**config.mk**
```make
export PLATFORM = sky130hd
export DESIGN_NAME = wdt_core
export DESIGN_NICKNAME = d
export VERILOG_FILES = /design/src/logic/tick_div.v /design/src/logic/wdt_core.v
export VERILOG_INCLUDE_DIRS = /design/src /design/src/logic
export SDC_FILE = /design/constraint.sdc
export NUM_CORES = 1
export LEC_CHECK = 0
export BUFFER_PORTS_ARGS = -buffer_cell sky130_fd_sc_hd__buf_2
export CORE_MARGIN = 5
export CORE_UTILIZATION = 30
export DETAILED_ROUTE_END_ITERATION = 10
export SYNTH_ARGS = -nofsm -noshare
export SYNTH_HDL_FRONTEND = slang
export SYNTH_SLANG_ARGS = --single-unit
```
**constraint.sdc**
```tcl
create_clock -name sys_clk -period 4 [get_ports sys_clk]
set_clock_uncertainty 0.2 [all_clocks]
set_input_delay 0.2 -clock sys_clk [delete_from_list [all_inputs] [get_ports sys_clk]]
set_output_delay 0.2 -clock sys_clk [all_outputs]
set_load 0.005 [all_outputs]
```
**src/logic/wdt_map.vh**
```
// Constants shared by the watchdog core and its tick divider.
// Assumes a single 100 MHz clock and a 32-bit AXI4-Lite register port.
`ifndef WDT_MAP_VH
`define WDT_MAP_VH

// Register byte offsets.
`define WDT_AW 8
`define OFS_CMD 8'h00
`define OFS_TMO 8'h04
`define OFS_DLY 8'h08
`define OFS_ACT 8'h0C
`define OFS_STAT 8'h10

// Command word: function group in bits 15:8, subfunction in bits 7:0.
`define CMD_GRP_HI 15
`define CMD_GRP_LO 8
`define CMD_SUB_HI 7
`define CMD_SUB_LO 0
`define FN_GROUP 8'hE0
`define SUB_INIT 8'h00
`define SUB_TRIG 8'h01
`define CMD_STRB 4'h3

// Expiry actions.
`define ACT_RESET 1'b0
`define ACT_NMI 1'b1

// Reset values.
`define CMD_RST 16'h0000
`define TMO_RST 16'h0000
`define DLY_RST 15'h0000
`define FCNT_RST 8'h00
`define CNT_RST 7'h00

// Field widths and limits.
`define TMO_W 16
`define DLY_W 15
`define TMO_OFF 16'h0000
`define DLY_NONE 15'h0000

// Time base: one software unit is 200 ms, one hardware tick is 500 ms.
`define UNIT_MS 200
`define TICK_MS 500
`define CLK_MHZ 100
`define WDT_TICK_CYCLES (`TICK_MS * 1000 * `CLK_MHZ)
`define DIV_W 26

// Rounding thresholds in 200 ms units, at the midpoints between durations.
`define THR_0S5 16'h0003
`define THR_1S 16'h0007
`define THR_2S 16'h000F
`define THR_4S 16'h001E
`define THR_8S 16'h003C
`define THR_16S 16'h0078

// Duration codes: code k lasts 2**k ticks of 500 ms.
`define CODE_MAX 3'h6
`define CODE_NONE 3'h7
`define SPAN_ONE 7'h01
`define CNT_ONE 7'h01
`define FCNT_ONE 8'h01
`define FCNT_MAX 8'hFF

// Status word bit positions.
`define ST_EN 0
`define ST_STATE 1
`define ST_ACT 3
`define ST_TCODE 4
`define ST_DCODE 7
`define ST_EXP 10
`define ST_FCNT 16

// Bus responses.
`define RESP_OKAY 2'h0
`define RESP_SLVERR 2'h2

`endif

```
**src/logic/tick_div.v**
```verilog
// Divider that turns the system clock into a one-cycle tick enable.
// Assumes restart and run are synchronous to sys_clk.
`timescale 1ns/10ps
`default_nettype none
`include "wdt_map.vh"

module tick_div #(
  parameter CYCLES = `WDT_TICK_CYCLES
) (
  // Clock and reset
  input wire sys_clk,
  input wire rstn,
  // Control
  input wire run,
  input wire restart,
  // Tick enable
  output wire tick
);

  localparam integer LAST_FULL = CYCLES - 1;
  localparam [`DIV_W-1:0] LAST = LAST_FULL[`DIV_W-1:0];
  localparam [`DIV_W-1:0] ONE = {{(`DIV_W-1){1'b0}}, 1'b1};
  localparam [`DIV_W-1:0] ZERO = {`DIV_W{1'b0}};

  reg [`DIV_W-1:0] div_ff;
  reg tick_ff;

  assign tick = tick_ff;

  // A restart realigns the phase so the first tick after it is a full period.
  always @(posedge sys_clk or negedge rstn) begin
    if (!rstn) begin
      div_ff <= ZERO;
      tick_ff <= 1'b0;
    end else if (restart || !run) begin
      div_ff <= ZERO;
      tick_ff <= 1'b0;
    end else if (div_ff == LAST) begin
      div_ff <= ZERO;
      tick_ff <= 1'b1;
    end else begin
      div_ff <= div_ff + ONE;
      tick_ff <= 1'b0;
    end
  end

endmodule
`default_nettype wire

```
**src/logic/wdt_core.v**
```verilog
// Watchdog core with an AXI4-Lite register port and two expiry actions.
// Assumes one 100 MHz clock and an AXI4-Lite master that keeps the protocol.
`timescale 1ns/10ps
`default_nettype none
`include "wdt_map.vh"

module wdt_core #(
  parameter TICK_CYCLES = `WDT_TICK_CYCLES
) (
  // Clock and reset
  input wire sys_clk,
  input wire rstn,
  // AXI4-Lite write address
  input wire s_axi_awvalid,
  output wire s_axi_awready,
  input wire [`WDT_AW-1:0] s_axi_awaddr,
  // AXI4-Lite write data
  input wire s_axi_wvalid,
  output wire s_axi_wready,
  input wire [31:0] s_axi_wdata,
  input wire [3:0] s_axi_wstrb,
  // AXI4-Lite write response
  output wire s_axi_bvalid,
  input wire s_axi_bready,
  output wire [1:0] s_axi_bresp,
  // AXI4-Lite read address
  input wire s_axi_arvalid,
  output wire s_axi_arready,
  input wire [`WDT_AW-1:0] s_axi_araddr,
  // AXI4-Lite read data
  output wire s_axi_rvalid,
  input wire s_axi_rready,
  output wire [31:0] s_axi_rdata,
  output wire [1:0] s_axi_rresp,
  // Expiry actions
  output wire sys_reset_req,
  output wire nmi_req
);

  localparam [1:0] ST_OFF = 2'b00;
  localparam [1:0] ST_RUN = 2'b01;
  localparam [1:0] ST_DLY = 2'b10;
  localparam [1:0] ST_FIRED = 2'b11;

  // Maps a count of 200 ms units to the nearest duration code.
  function [2:0] round_code;
    input [`TMO_W-1:0] n;
    begin
      if (n <= `THR_0S5) begin
        round_code = 3'h0;
      end else if (n <= `THR_1S) begin
        round_code = 3'h1;
      end else if (n <= `THR_2S) begin
        round_code = 3'h2;
      end else if (n <= `THR_4S) begin
        round_code = 3'h3;
      end else if (n <= `THR_8S) begin
        round_code = 3'h4;
      end else if (n <= `THR_16S) begin
        round_code = 3'h5;
      end else begin
        round_code = `CODE_MAX;
      end
    end
  endfunction
  // Number of 500 ms ticks in a duration code.
  function [6:0] span;
    input [2:0] code;
    begin
      span = `SPAN_ONE << code;
    end
  endfunction
  // True for every offset the register map answers.
  function is_mapped;
    input [`WDT_AW-1:0] a;
    begin
      is_mapped = (a == `OFS_CMD) || (a == `OFS_TMO) || (a == `OFS_DLY) ||
                  (a == `OFS_ACT) || (a == `OFS_STAT);
    end
  endfunction
  // Byte-lane merge of a write into an existing word.
  function [31:0] merge;
    input [31:0] old;
    input [31:0] din;
    input [3:0] strb;
    integer i;
    begin
      merge = old;
      for (i = 0; i < 4; i = i + 1) begin
        if (strb[i]) begin
          merge[i*8 +: 8] = din[i*8 +: 8];
        end
      end
    end
  endfunction
  // Bus state.
  reg awready_ff, wready_ff, bvalid_ff, arready_ff, rvalid_ff;
  reg [1:0] bresp_ff, rresp_ff;
  reg [31:0] rdata_ff;
  reg aw_held_ff, w_held_ff;
  reg [`WDT_AW-1:0] waddr_ff;
  reg [31:0] wdata_ff;
  reg [3:0] wstrb_ff;
  // Settings and watchdog state.
  reg [15:0] cmd_ff;
  reg [`TMO_W-1:0] tmo_cfg_ff;
  reg [`DLY_W-1:0] dly_cfg_ff;
  reg act_cfg_ff;
  reg [2:0] tmo_code_ff, dly_code_ff;
  reg act_ff;
  reg [1:0] state_ff;
  reg [6:0] cnt_ff;
  reg expired_ff;
  reg [7:0] fcnt_ff;
  reg sys_reset_ff, nmi_ff;
  reg [1:0] nxt_state;
  reg [6:0] nxt_cnt;
  reg nxt_fire, raw_fire;
  reg [31:0] stat_word;
  reg [31:0] rd_word;
  wire tick;
  wire aw_fire = s_axi_awvalid & awready_ff;
  wire w_fire = s_axi_wvalid & wready_ff;
  wire ar_fire = s_axi_arvalid & arready_ff;
  wire wr_go = aw_held_ff & w_held_ff & ~bvalid_ff;
  wire wr_ok = is_mapped(waddr_ff);
  wire [31:0] wr_cmd = merge({16'h0000, cmd_ff}, wdata_ff, wstrb_ff);
  wire [31:0] wr_tmo = merge({16'h0000, tmo_cfg_ff}, wdata_ff, wstrb_ff);
  wire [31:0] wr_dly = merge({17'h00000, dly_cfg_ff}, wdata_ff, wstrb_ff);
  wire [31:0] wr_act = merge({31'h00000000, act_cfg_ff}, wdata_ff, wstrb_ff);
  // A command only counts when both low bytes are written together.
  wire cmd_wr = wr_go && (waddr_ff == `OFS_CMD) && ((wstrb_ff & `CMD_STRB) == `CMD_STRB);
  wire grp_ok = wdata_ff[`CMD_GRP_HI:`CMD_GRP_LO] == `FN_GROUP;
  wire init_cmd = cmd_wr && grp_ok && (wdata_ff[`CMD_SUB_HI:`CMD_SUB_LO] == `SUB_INIT);
  wire trig_cmd = cmd_wr && grp_ok && (wdata_ff[`CMD_SUB_HI:`CMD_SUB_LO] == `SUB_TRIG);
  // Timeout and delay counts are 200 ms units rounded to the tick ladder.
  wire [2:0] new_tcode = round_code(tmo_cfg_ff);
  wire [2:0] new_dcode = (dly_cfg_ff == `DLY_NONE) ? `CODE_NONE :
                         round_code({1'b0, dly_cfg_ff});
  wire run = (state_ff == ST_RUN) || (state_ff == ST_DLY);
  wire tmo_hit = tick && ((cnt_ff + `CNT_ONE) == span(tmo_code_ff));
  wire dly_hit = tick && ((cnt_ff + `CNT_ONE) == span(dly_code_ff));
  wire restart = init_cmd || trig_cmd || (nxt_state != state_ff) || nxt_fire;
  assign s_axi_awready = awready_ff;
  assign s_axi_wready = wready_ff;
  assign s_axi_bvalid = bvalid_ff;
  assign s_axi_bresp = bresp_ff;
  assign s_axi_arready = arready_ff;
  assign s_axi_rvalid = rvalid_ff;
  assign s_axi_rdata = rdata_ff;
  assign s_axi_rresp = rresp_ff;
  assign sys_reset_req = sys_reset_ff;
  assign nmi_req = nmi_ff;
  tick_div #(
    .CYCLES(TICK_CYCLES)
  ) u_tick (
    .sys_clk(sys_clk),
    .rstn(rstn),
    .run(run),
    .restart(restart),
    .tick(tick)
  );
  // Watchdog sequencing.
  always @* begin
    nxt_state = state_ff;
    nxt_cnt = cnt_ff;
    nxt_fire = 1'b0;
    case (state_ff)
      ST_RUN: begin
        if (trig_cmd) begin
          nxt_cnt = `CNT_RST;
        end else if (tmo_hit) begin
          nxt_cnt = `CNT_RST;
          if (dly_code_ff == `CODE_NONE) begin
            nxt_fire = 1'b1;
          end else begin
            nxt_state = ST_DLY;
          end
        end else if (tick) begin
          nxt_cnt = cnt_ff + `CNT_ONE;
        end
      end
      ST_DLY: begin
        if (trig_cmd) begin
          nxt_state = ST_RUN;
          nxt_cnt = `CNT_RST;
        end else if (dly_hit) begin
          nxt_cnt = `CNT_RST;
          nxt_fire = 1'b1;
        end else if (tick) begin
          nxt_cnt = cnt_ff + `CNT_ONE;
        end
      end
      ST_OFF, ST_FIRED: begin
        nxt_cnt = `CNT_RST;
      end
      default: begin
        nxt_state = ST_OFF;
        nxt_cnt = `CNT_RST;
      end
    endcase
    // A reset action parks the core; an interrupt action keeps it watching.
    if (nxt_fire) begin
      nxt_state = (act_ff == `ACT_RESET) ? ST_FIRED : ST_RUN;
    end
    // An init in the expiry cycle cancels the action but not the expiry record.
    raw_fire = nxt_fire;
    if (init_cmd) begin
      nxt_fire = 1'b0;
      nxt_cnt = `CNT_RST;
      nxt_state = (tmo_cfg_ff == `TMO_OFF) ? ST_OFF : ST_RUN;
    end
  end
  // Status word.
  always @* begin
    stat_word = 32'h00000000;
    stat_word[`ST_EN] = run;
    stat_word[`ST_STATE+1:`ST_STATE] = state_ff;
    stat_word[`ST_ACT] = act_ff;
    stat_word[`ST_TCODE+2:`ST_TCODE] = tmo_code_ff;
    stat_word[`ST_DCODE+2:`ST_DCODE] = dly_code_ff;
    stat_word[`ST_EXP] = expired_ff;
    stat_word[`ST_FCNT+7:`ST_FCNT] = fcnt_ff;
  end

  // Read mux; unmapped offsets read as zero.
  always @* begin
    case (s_axi_araddr)
      `OFS_CMD: rd_word = {16'h0000, cmd_ff};
      `OFS_TMO: rd_word = {16'h0000, tmo_cfg_ff};
      `OFS_DLY: rd_word = {17'h00000, dly_cfg_ff};
      `OFS_ACT: rd_word = {31'h00000000, act_cfg_ff};
      `OFS_STAT: rd_word = stat_word;
      default: rd_word = 32'h00000000;
    endcase
  end

  // AXI4-Lite write channel: address and data are taken in either order.
  always @(posedge sys_clk or negedge rstn) begin
    if (!rstn) begin
      awready_ff <= 1'b0;
      wready_ff <= 1'b0;
      bvalid_ff <= 1'b0;
      bresp_ff <= `RESP_OKAY;
      aw_held_ff <= 1'b0;
      w_held_ff <= 1'b0;
      waddr_ff <= `OFS_CMD;
      wdata_ff <= 32'h00000000;
      wstrb_ff <= 4'h0;
    end else begin
      if (aw_fire) begin
        aw_held_ff <= 1'b1;
        waddr_ff <= s_axi_awaddr;
      end else if (wr_go) begin
        aw_held_ff <= 1'b0;
      end
      if (w_fire) begin
        w_held_ff <= 1'b1;
        wdata_ff <= s_axi_wdata;
        wstrb_ff <= s_axi_wstrb;
      end else if (wr_go) begin
        w_held_ff <= 1'b0;
      end
      if (wr_go) begin
        bvalid_ff <= 1'b1;
        bresp_ff <= wr_ok ? `RESP_OKAY : `RESP_SLVERR;
      end else if (s_axi_bready) begin
        bvalid_ff <= 1'b0;
      end
      // Ready drops once an item is held, so one write is in flight at a time.
      awready_ff <= ~(aw_fire | aw_held_ff) | wr_go ? ~(wr_go | bvalid_ff) & ~aw_fire : 1'b0;
      wready_ff <= ~(w_fire | w_held_ff) | wr_go ? ~(wr_go | bvalid_ff) & ~w_fire : 1'b0;
    end
  end

  // AXI4-Lite read channel.
  always @(posedge sys_clk or negedge rstn) begin
    if (!rstn) begin
      arready_ff <= 1'b0;
      rvalid_ff <= 1'b0;
      rdata_ff <= 32'h00000000;
      rresp_ff <= `RESP_OKAY;
    end else begin
      if (ar_fire) begin
        rvalid_ff <= 1'b1;
        rdata_ff <= rd_word;
        rresp_ff <= is_mapped(s_axi_araddr) ? `RESP_OKAY : `RESP_SLVERR;
        arready_ff <= 1'b0;
      end else if (rvalid_ff && s_axi_rready) begin
        rvalid_ff <= 1'b0;
        arready_ff <= 1'b1;
      end else begin
        arready_ff <= ~rvalid_ff;
      end
    end
  end

  // Settings registers.
  always @(posedge sys_clk or negedge rstn) begin
    if (!rstn) begin
      cmd_ff <= `CMD_RST;
      tmo_cfg_ff <= `TMO_RST;
      dly_cfg_ff <= `DLY_RST;
      act_cfg_ff <= `ACT_RESET;
    end else if (wr_go) begin
      case (waddr_ff)
        `OFS_CMD: cmd_ff <= wr_cmd[15:0];
        `OFS_TMO: tmo_cfg_ff <= wr_tmo[`TMO_W-1:0];
        `OFS_DLY: dly_cfg_ff <= wr_dly[`DLY_W-1:0];
        `OFS_ACT: act_cfg_ff <= wr_act[0];
        default: cmd_ff <= cmd_ff;
      endcase
    end
  end

  // Watchdog state, applied settings and action outputs.
  always @(posedge sys_clk or negedge rstn) begin
    if (!rstn) begin
      state_ff <= ST_OFF;
      cnt_ff <= `CNT_RST;
      tmo_code_ff <= 3'h0;
      dly_code_ff <= `CODE_NONE;
      act_ff <= `ACT_RESET;
      expired_ff <= 1'b0;
      fcnt_ff <= `FCNT_RST;
      sys_reset_ff <= 1'b0;
      nmi_ff <= 1'b0;
    end else begin
      state_ff <= nxt_state;
      cnt_ff <= nxt_cnt;
      // Settings change only on init; a retrigger leaves them alone.
      if (init_cmd) begin
        tmo_code_ff <= new_tcode;
        dly_code_ff <= new_dcode;
        act_ff <= act_cfg_ff;
      end
      // The expiry flag is set on a fire even if an init clears it then.
      if (raw_fire) begin
        expired_ff <= 1'b1;
      end else if (init_cmd) begin
        expired_ff <= 1'b0;
      end
      if (nxt_fire && (fcnt_ff != `FCNT_MAX)) begin
        fcnt_ff <= fcnt_ff + `FCNT_ONE;
      end
      // The reset request holds until system reset; a new init also drops it.
      sys_reset_ff <= (nxt_state == ST_FIRED);
      nmi_ff <= nxt_fire && (act_ff == `ACT_NMI);
    end
  end

endmodule
`default_nettype wire

```
==> results.json <==
{
  "postSynth.asyncResetShare_pct": 100.0,
  "post_cts_buffers": 0,
  "synth_cell_type_count": 71,
  "io_buffer_count": 73,
  "synth_area_um2": 8295,
  "clkSlewWorstSetupHoldPaths_ns": 0.07,
  "fin_crit_sh_pct": 88.43,
  "ios": 102,
  "crit_path_cell_trace": "ha_1, nand3_2, xnor2_1, mux2_2, a41oi_1, nor4_1, o21a_1, a311o_1, buf_4, nor4_1",
  "rsz0062_at_grt": "no",
  "drc": 0,
  "seqCellArea_um2": 4033,
  "start_util_pct": 30.61,
  "vdd_ir_drop_max_uv": 340.1,
  "regToRegSetupSlack_ns": 0.46,
  "synth_top_cell_by_area": "dfrtp_1",
  "h-tree-depth": 4,
  "synth_top_area_share_pct": 47.66,
  "gr-usage-all-layers_pct": 12.94,
  "ys_ff_latch": 161,
  "final_cell_area_um2": 9866,
  "drv_slew": 0,
  "ant_nets": 0,
  "hold_depth": 3,
  "holdBufCountCts": 31,
  "routed-via-count": 6221,
  "slew_headroom_pct": 21.09,
  "required_ns": 4.12,
  "grt_pass1_vias": 6176,
  "syn_area_per_cell_um2": 10.72,
  "hp-start": "s_axi_araddr[2]",
  "cp-startpoint": "cnt_ff[0]",
  "coreArea_um2": 27100,
  "grt_max_degree": 104,
  "antenna_cells": 0,
  "fmax_mhz": 282.7,
  "syn-instance-count": 774,
  "hold_violations": 0,
  "dieHeight_um": 176.3,
  "cts_root_buffer": "clkbuf_16",
  "drtPass1Iterations": 6,
  "critical_path_class": "reg2reg",
  "max-cap-violations": 0,
  "min_to": "s_axi_rdata[15]",
  "cp_slowest_cell": "dfrtp_1",
  "final.setup.tns_ns": 0,
  "endpoint_kind": "flop",
  "via_per_inst": 4.965,
  "dieArea_um2": 31080,
  "ys.flop_type": "dfrtp_1",
  "grt_antenna_before_repair": 0,
  "cts_max_path_buffers": 2,
  "cpMostUsedCell": "nor4_1",
  "cts_made_buffers": 17,
  "wl_per_cell_um": 15.66,
  "max_stage_delay_ns": 0.57,
  "die_w_um": 176.3,
  "status": "finished, final reports clean",
  "fin_nets": 932,
  "worstHoldPathType": "in2reg",
  "r2r-end": "u_tick.div_ff[21]",
  "r2r_start": "cnt_ff[0]",
  "setup.worst_path.start_class": "flop",
  "multiInputGateArea_um2": 3969,
  "clock-sinks": 161,
  "placed_cell_area_um2": 8992,
  "n_fill_cell": 2706,
  "synthToLayoutAreaGrowth_pct": 18.93,
  "finalWirelength_mm": 19.62,
  "yosysMostFrequentCell": "dfrtp_1",
  "first_iter_violations": 447,
  "clk_latency_ns": 0.43,
  "worstPathMaxFanout": 26,
  "arrival_ns": 3.66,
  "gp_congestion": 0.8147,
  "cts_tree": "built",
  "period_minus_slack_ns": 3.537,
  "synth_common_cells": "158 x dfrtp_1, 89 x nand2_1, 87 x mux2_2, 41 x o21ai_0, 34 x nor2_1",
  "worst_pin_slew_ns": 1.184,
  "cts_resized": 0,
  "leakagePower_uw": 0.004195,
  "synth-edff-count": 0,
  "ys_seq_area_share_pct": 48.61,
  "drive_above_1_share_pct": 27.36,
  "dp_hpwl_mm": 13.75,
  "grt_pass1_wl_mm": 32.98,
  "overflow": 0,
  "worstRegToRegCells": 10,
  "rows": 60,
  "yosys_warnings": 0,
  "synth.top_cells.by_area": "dfrtp_1 48%, mux2_2 12%, nand2_1 4.0%, xnor2_1 2.7%, nor4_2 2.6%",
  "power_density_nw_per_um2": 440.6,
  "final-setup-viol-count": 0
}
power by group:
part	total [uW]	switching, uW	internal (uW)
clock network	1560	724	833
registers	2140	282	1860
logic	650	301	349
final cells by class:
cell class / instances / share of cell area, %
inverters: 17 / 0.6468
repair buffers: 116 / 7.825
clock inverters: 13 / 1.217
flip-flops and latches: 161 / 40.88
clock buffers: 19 / 4.490
well taps: 372 / 4.718
multi-input cells: 555 / 40.23
state kept, by name, summed over array words and instances (netlist names), 2 cells and up:
signal / cells
u_tick.div_ff: 26
cmd_ff: 16
dly_cfg_ff: 15
fcnt_ff: 8
waddr_ff: 8
tmo_code_ff: 3
tmo_cfg_ff: 16
s_axi_rdata: 24
wdata_ff: 16
state_ff: 2
wstrb_ff: 2
cnt_ff: 7
dly_code_ff: 3
worst max-delay path by stage:
| stage | end | slack [ns] | depth (start not counted) |
|---|---|---|---|
| 3_3_place_gp | u_tick.div_ff[25] | 0.51 | 10 |
| 2_1_floorplan | u_tick.div_ff[23] | 0.92 | 11 |
| 6_report | u_tick.div_ff[21] | 0.46 | 10 |
| 3_5_place_dp | u_tick.div_ff[25] | 0.44 | 10 |
| 4_1_cts | u_tick.div_ff[21] | 0.44 | 10 |
| 5_1_grt | u_tick.div_ff[20] | 0.10 | 10 |
per-layer routing:
layer / track usage [%] / share of wire, %
met5: 0 / 0
met4: 2.632 / 0.45
met3: 2.505 / 4.8
met1: 17.80 / 46
met2: 21.37 / 49
through the flow:
step / setup WS, ns / hold slack (ns) / cells / util [%] / total power [uW]
3_5_place_dp: 0.4385 / 0.1924 / 1190 / 33.18 / 2800
5_1_grt: 0.1009 / 0.05942 / 1253 / 36.40 / 4567
2_1_floorplan: 0.9191 / -0.2956 / 783 / - / 2533
4_1_cts: 0.4420 / 0.04105 / 1253 / 36.40 / 4390
3_3_place_gp: 0.5145 / 0.1949 / 1190 / 33.18 / 2781
6_report: 0.4630 / 0.04824 / 1253 / 36.40 / 4346
cell families (layout without fill, tap and decap cells):
group           Yosys count  after routing  synth area share (%)
simple gates            297            297                 20.39
flops                   161            161                 48.61
compound gates          107            107                 8.763
mux                      95             95                 12.93
buf+inv                  67            165                 4.178
xor+xnor                 41             41                 4.329
fa+ha+maj                 5              5                0.7541
other cells               1             10               0.04521
cell usage in the layout (no fill, tap or decap), drive strengths merged, types with 3 or more instances in the layout:
cell | netlist | routed
inv | 17 | 23
clkbuf | 28 | 19
nand3 | 27 | 27
nor2 | 35 | 35
o31ai | 7 | 7
and3 | 13 | 13
nand2b | 5 | 5
dfstp | 3 | 3
or4 | 7 | 7
nand4b | 3 | 3
and2 | 6 | 6
nor4bb | 3 | 3
o21a | 3 | 3
nand4 | 16 | 16
nand2 | 90 | 90
xor2 | 15 | 15
mux2 | 87 | 87
xnor2 | 26 | 26
nor3b | 6 | 6
or2 | 3 | 3
o21ai | 41 | 41
a31oi | 3 | 3
buf | 22 | 85
nor4 | 38 | 38
clkinvlp | 0 | 5
ha | 5 | 5
conb | 1 | 10
dlygate4sd3 | 0 | 31
a21oi | 13 | 13
a222oi | 10 | 10
or3 | 6 | 6
nor2b | 7 | 7
mux2i | 7 | 7
a211oi | 4 | 4
nor3 | 24 | 24
nor4b | 5 | 5
dfrtp | 158 | 158
critical path, delay by kind of cell, from the launching register on:
family          cells  cell delay [ns]
fa+ha+maj           1             0.34
flops               1             0.57
xor+xnor            1             0.36
mux                 1             0.38
simple gates        3             0.56
buf+inv             1             0.25
compound gates      3             0.77
Note: power is estimated with default switching activity, not from simulation.
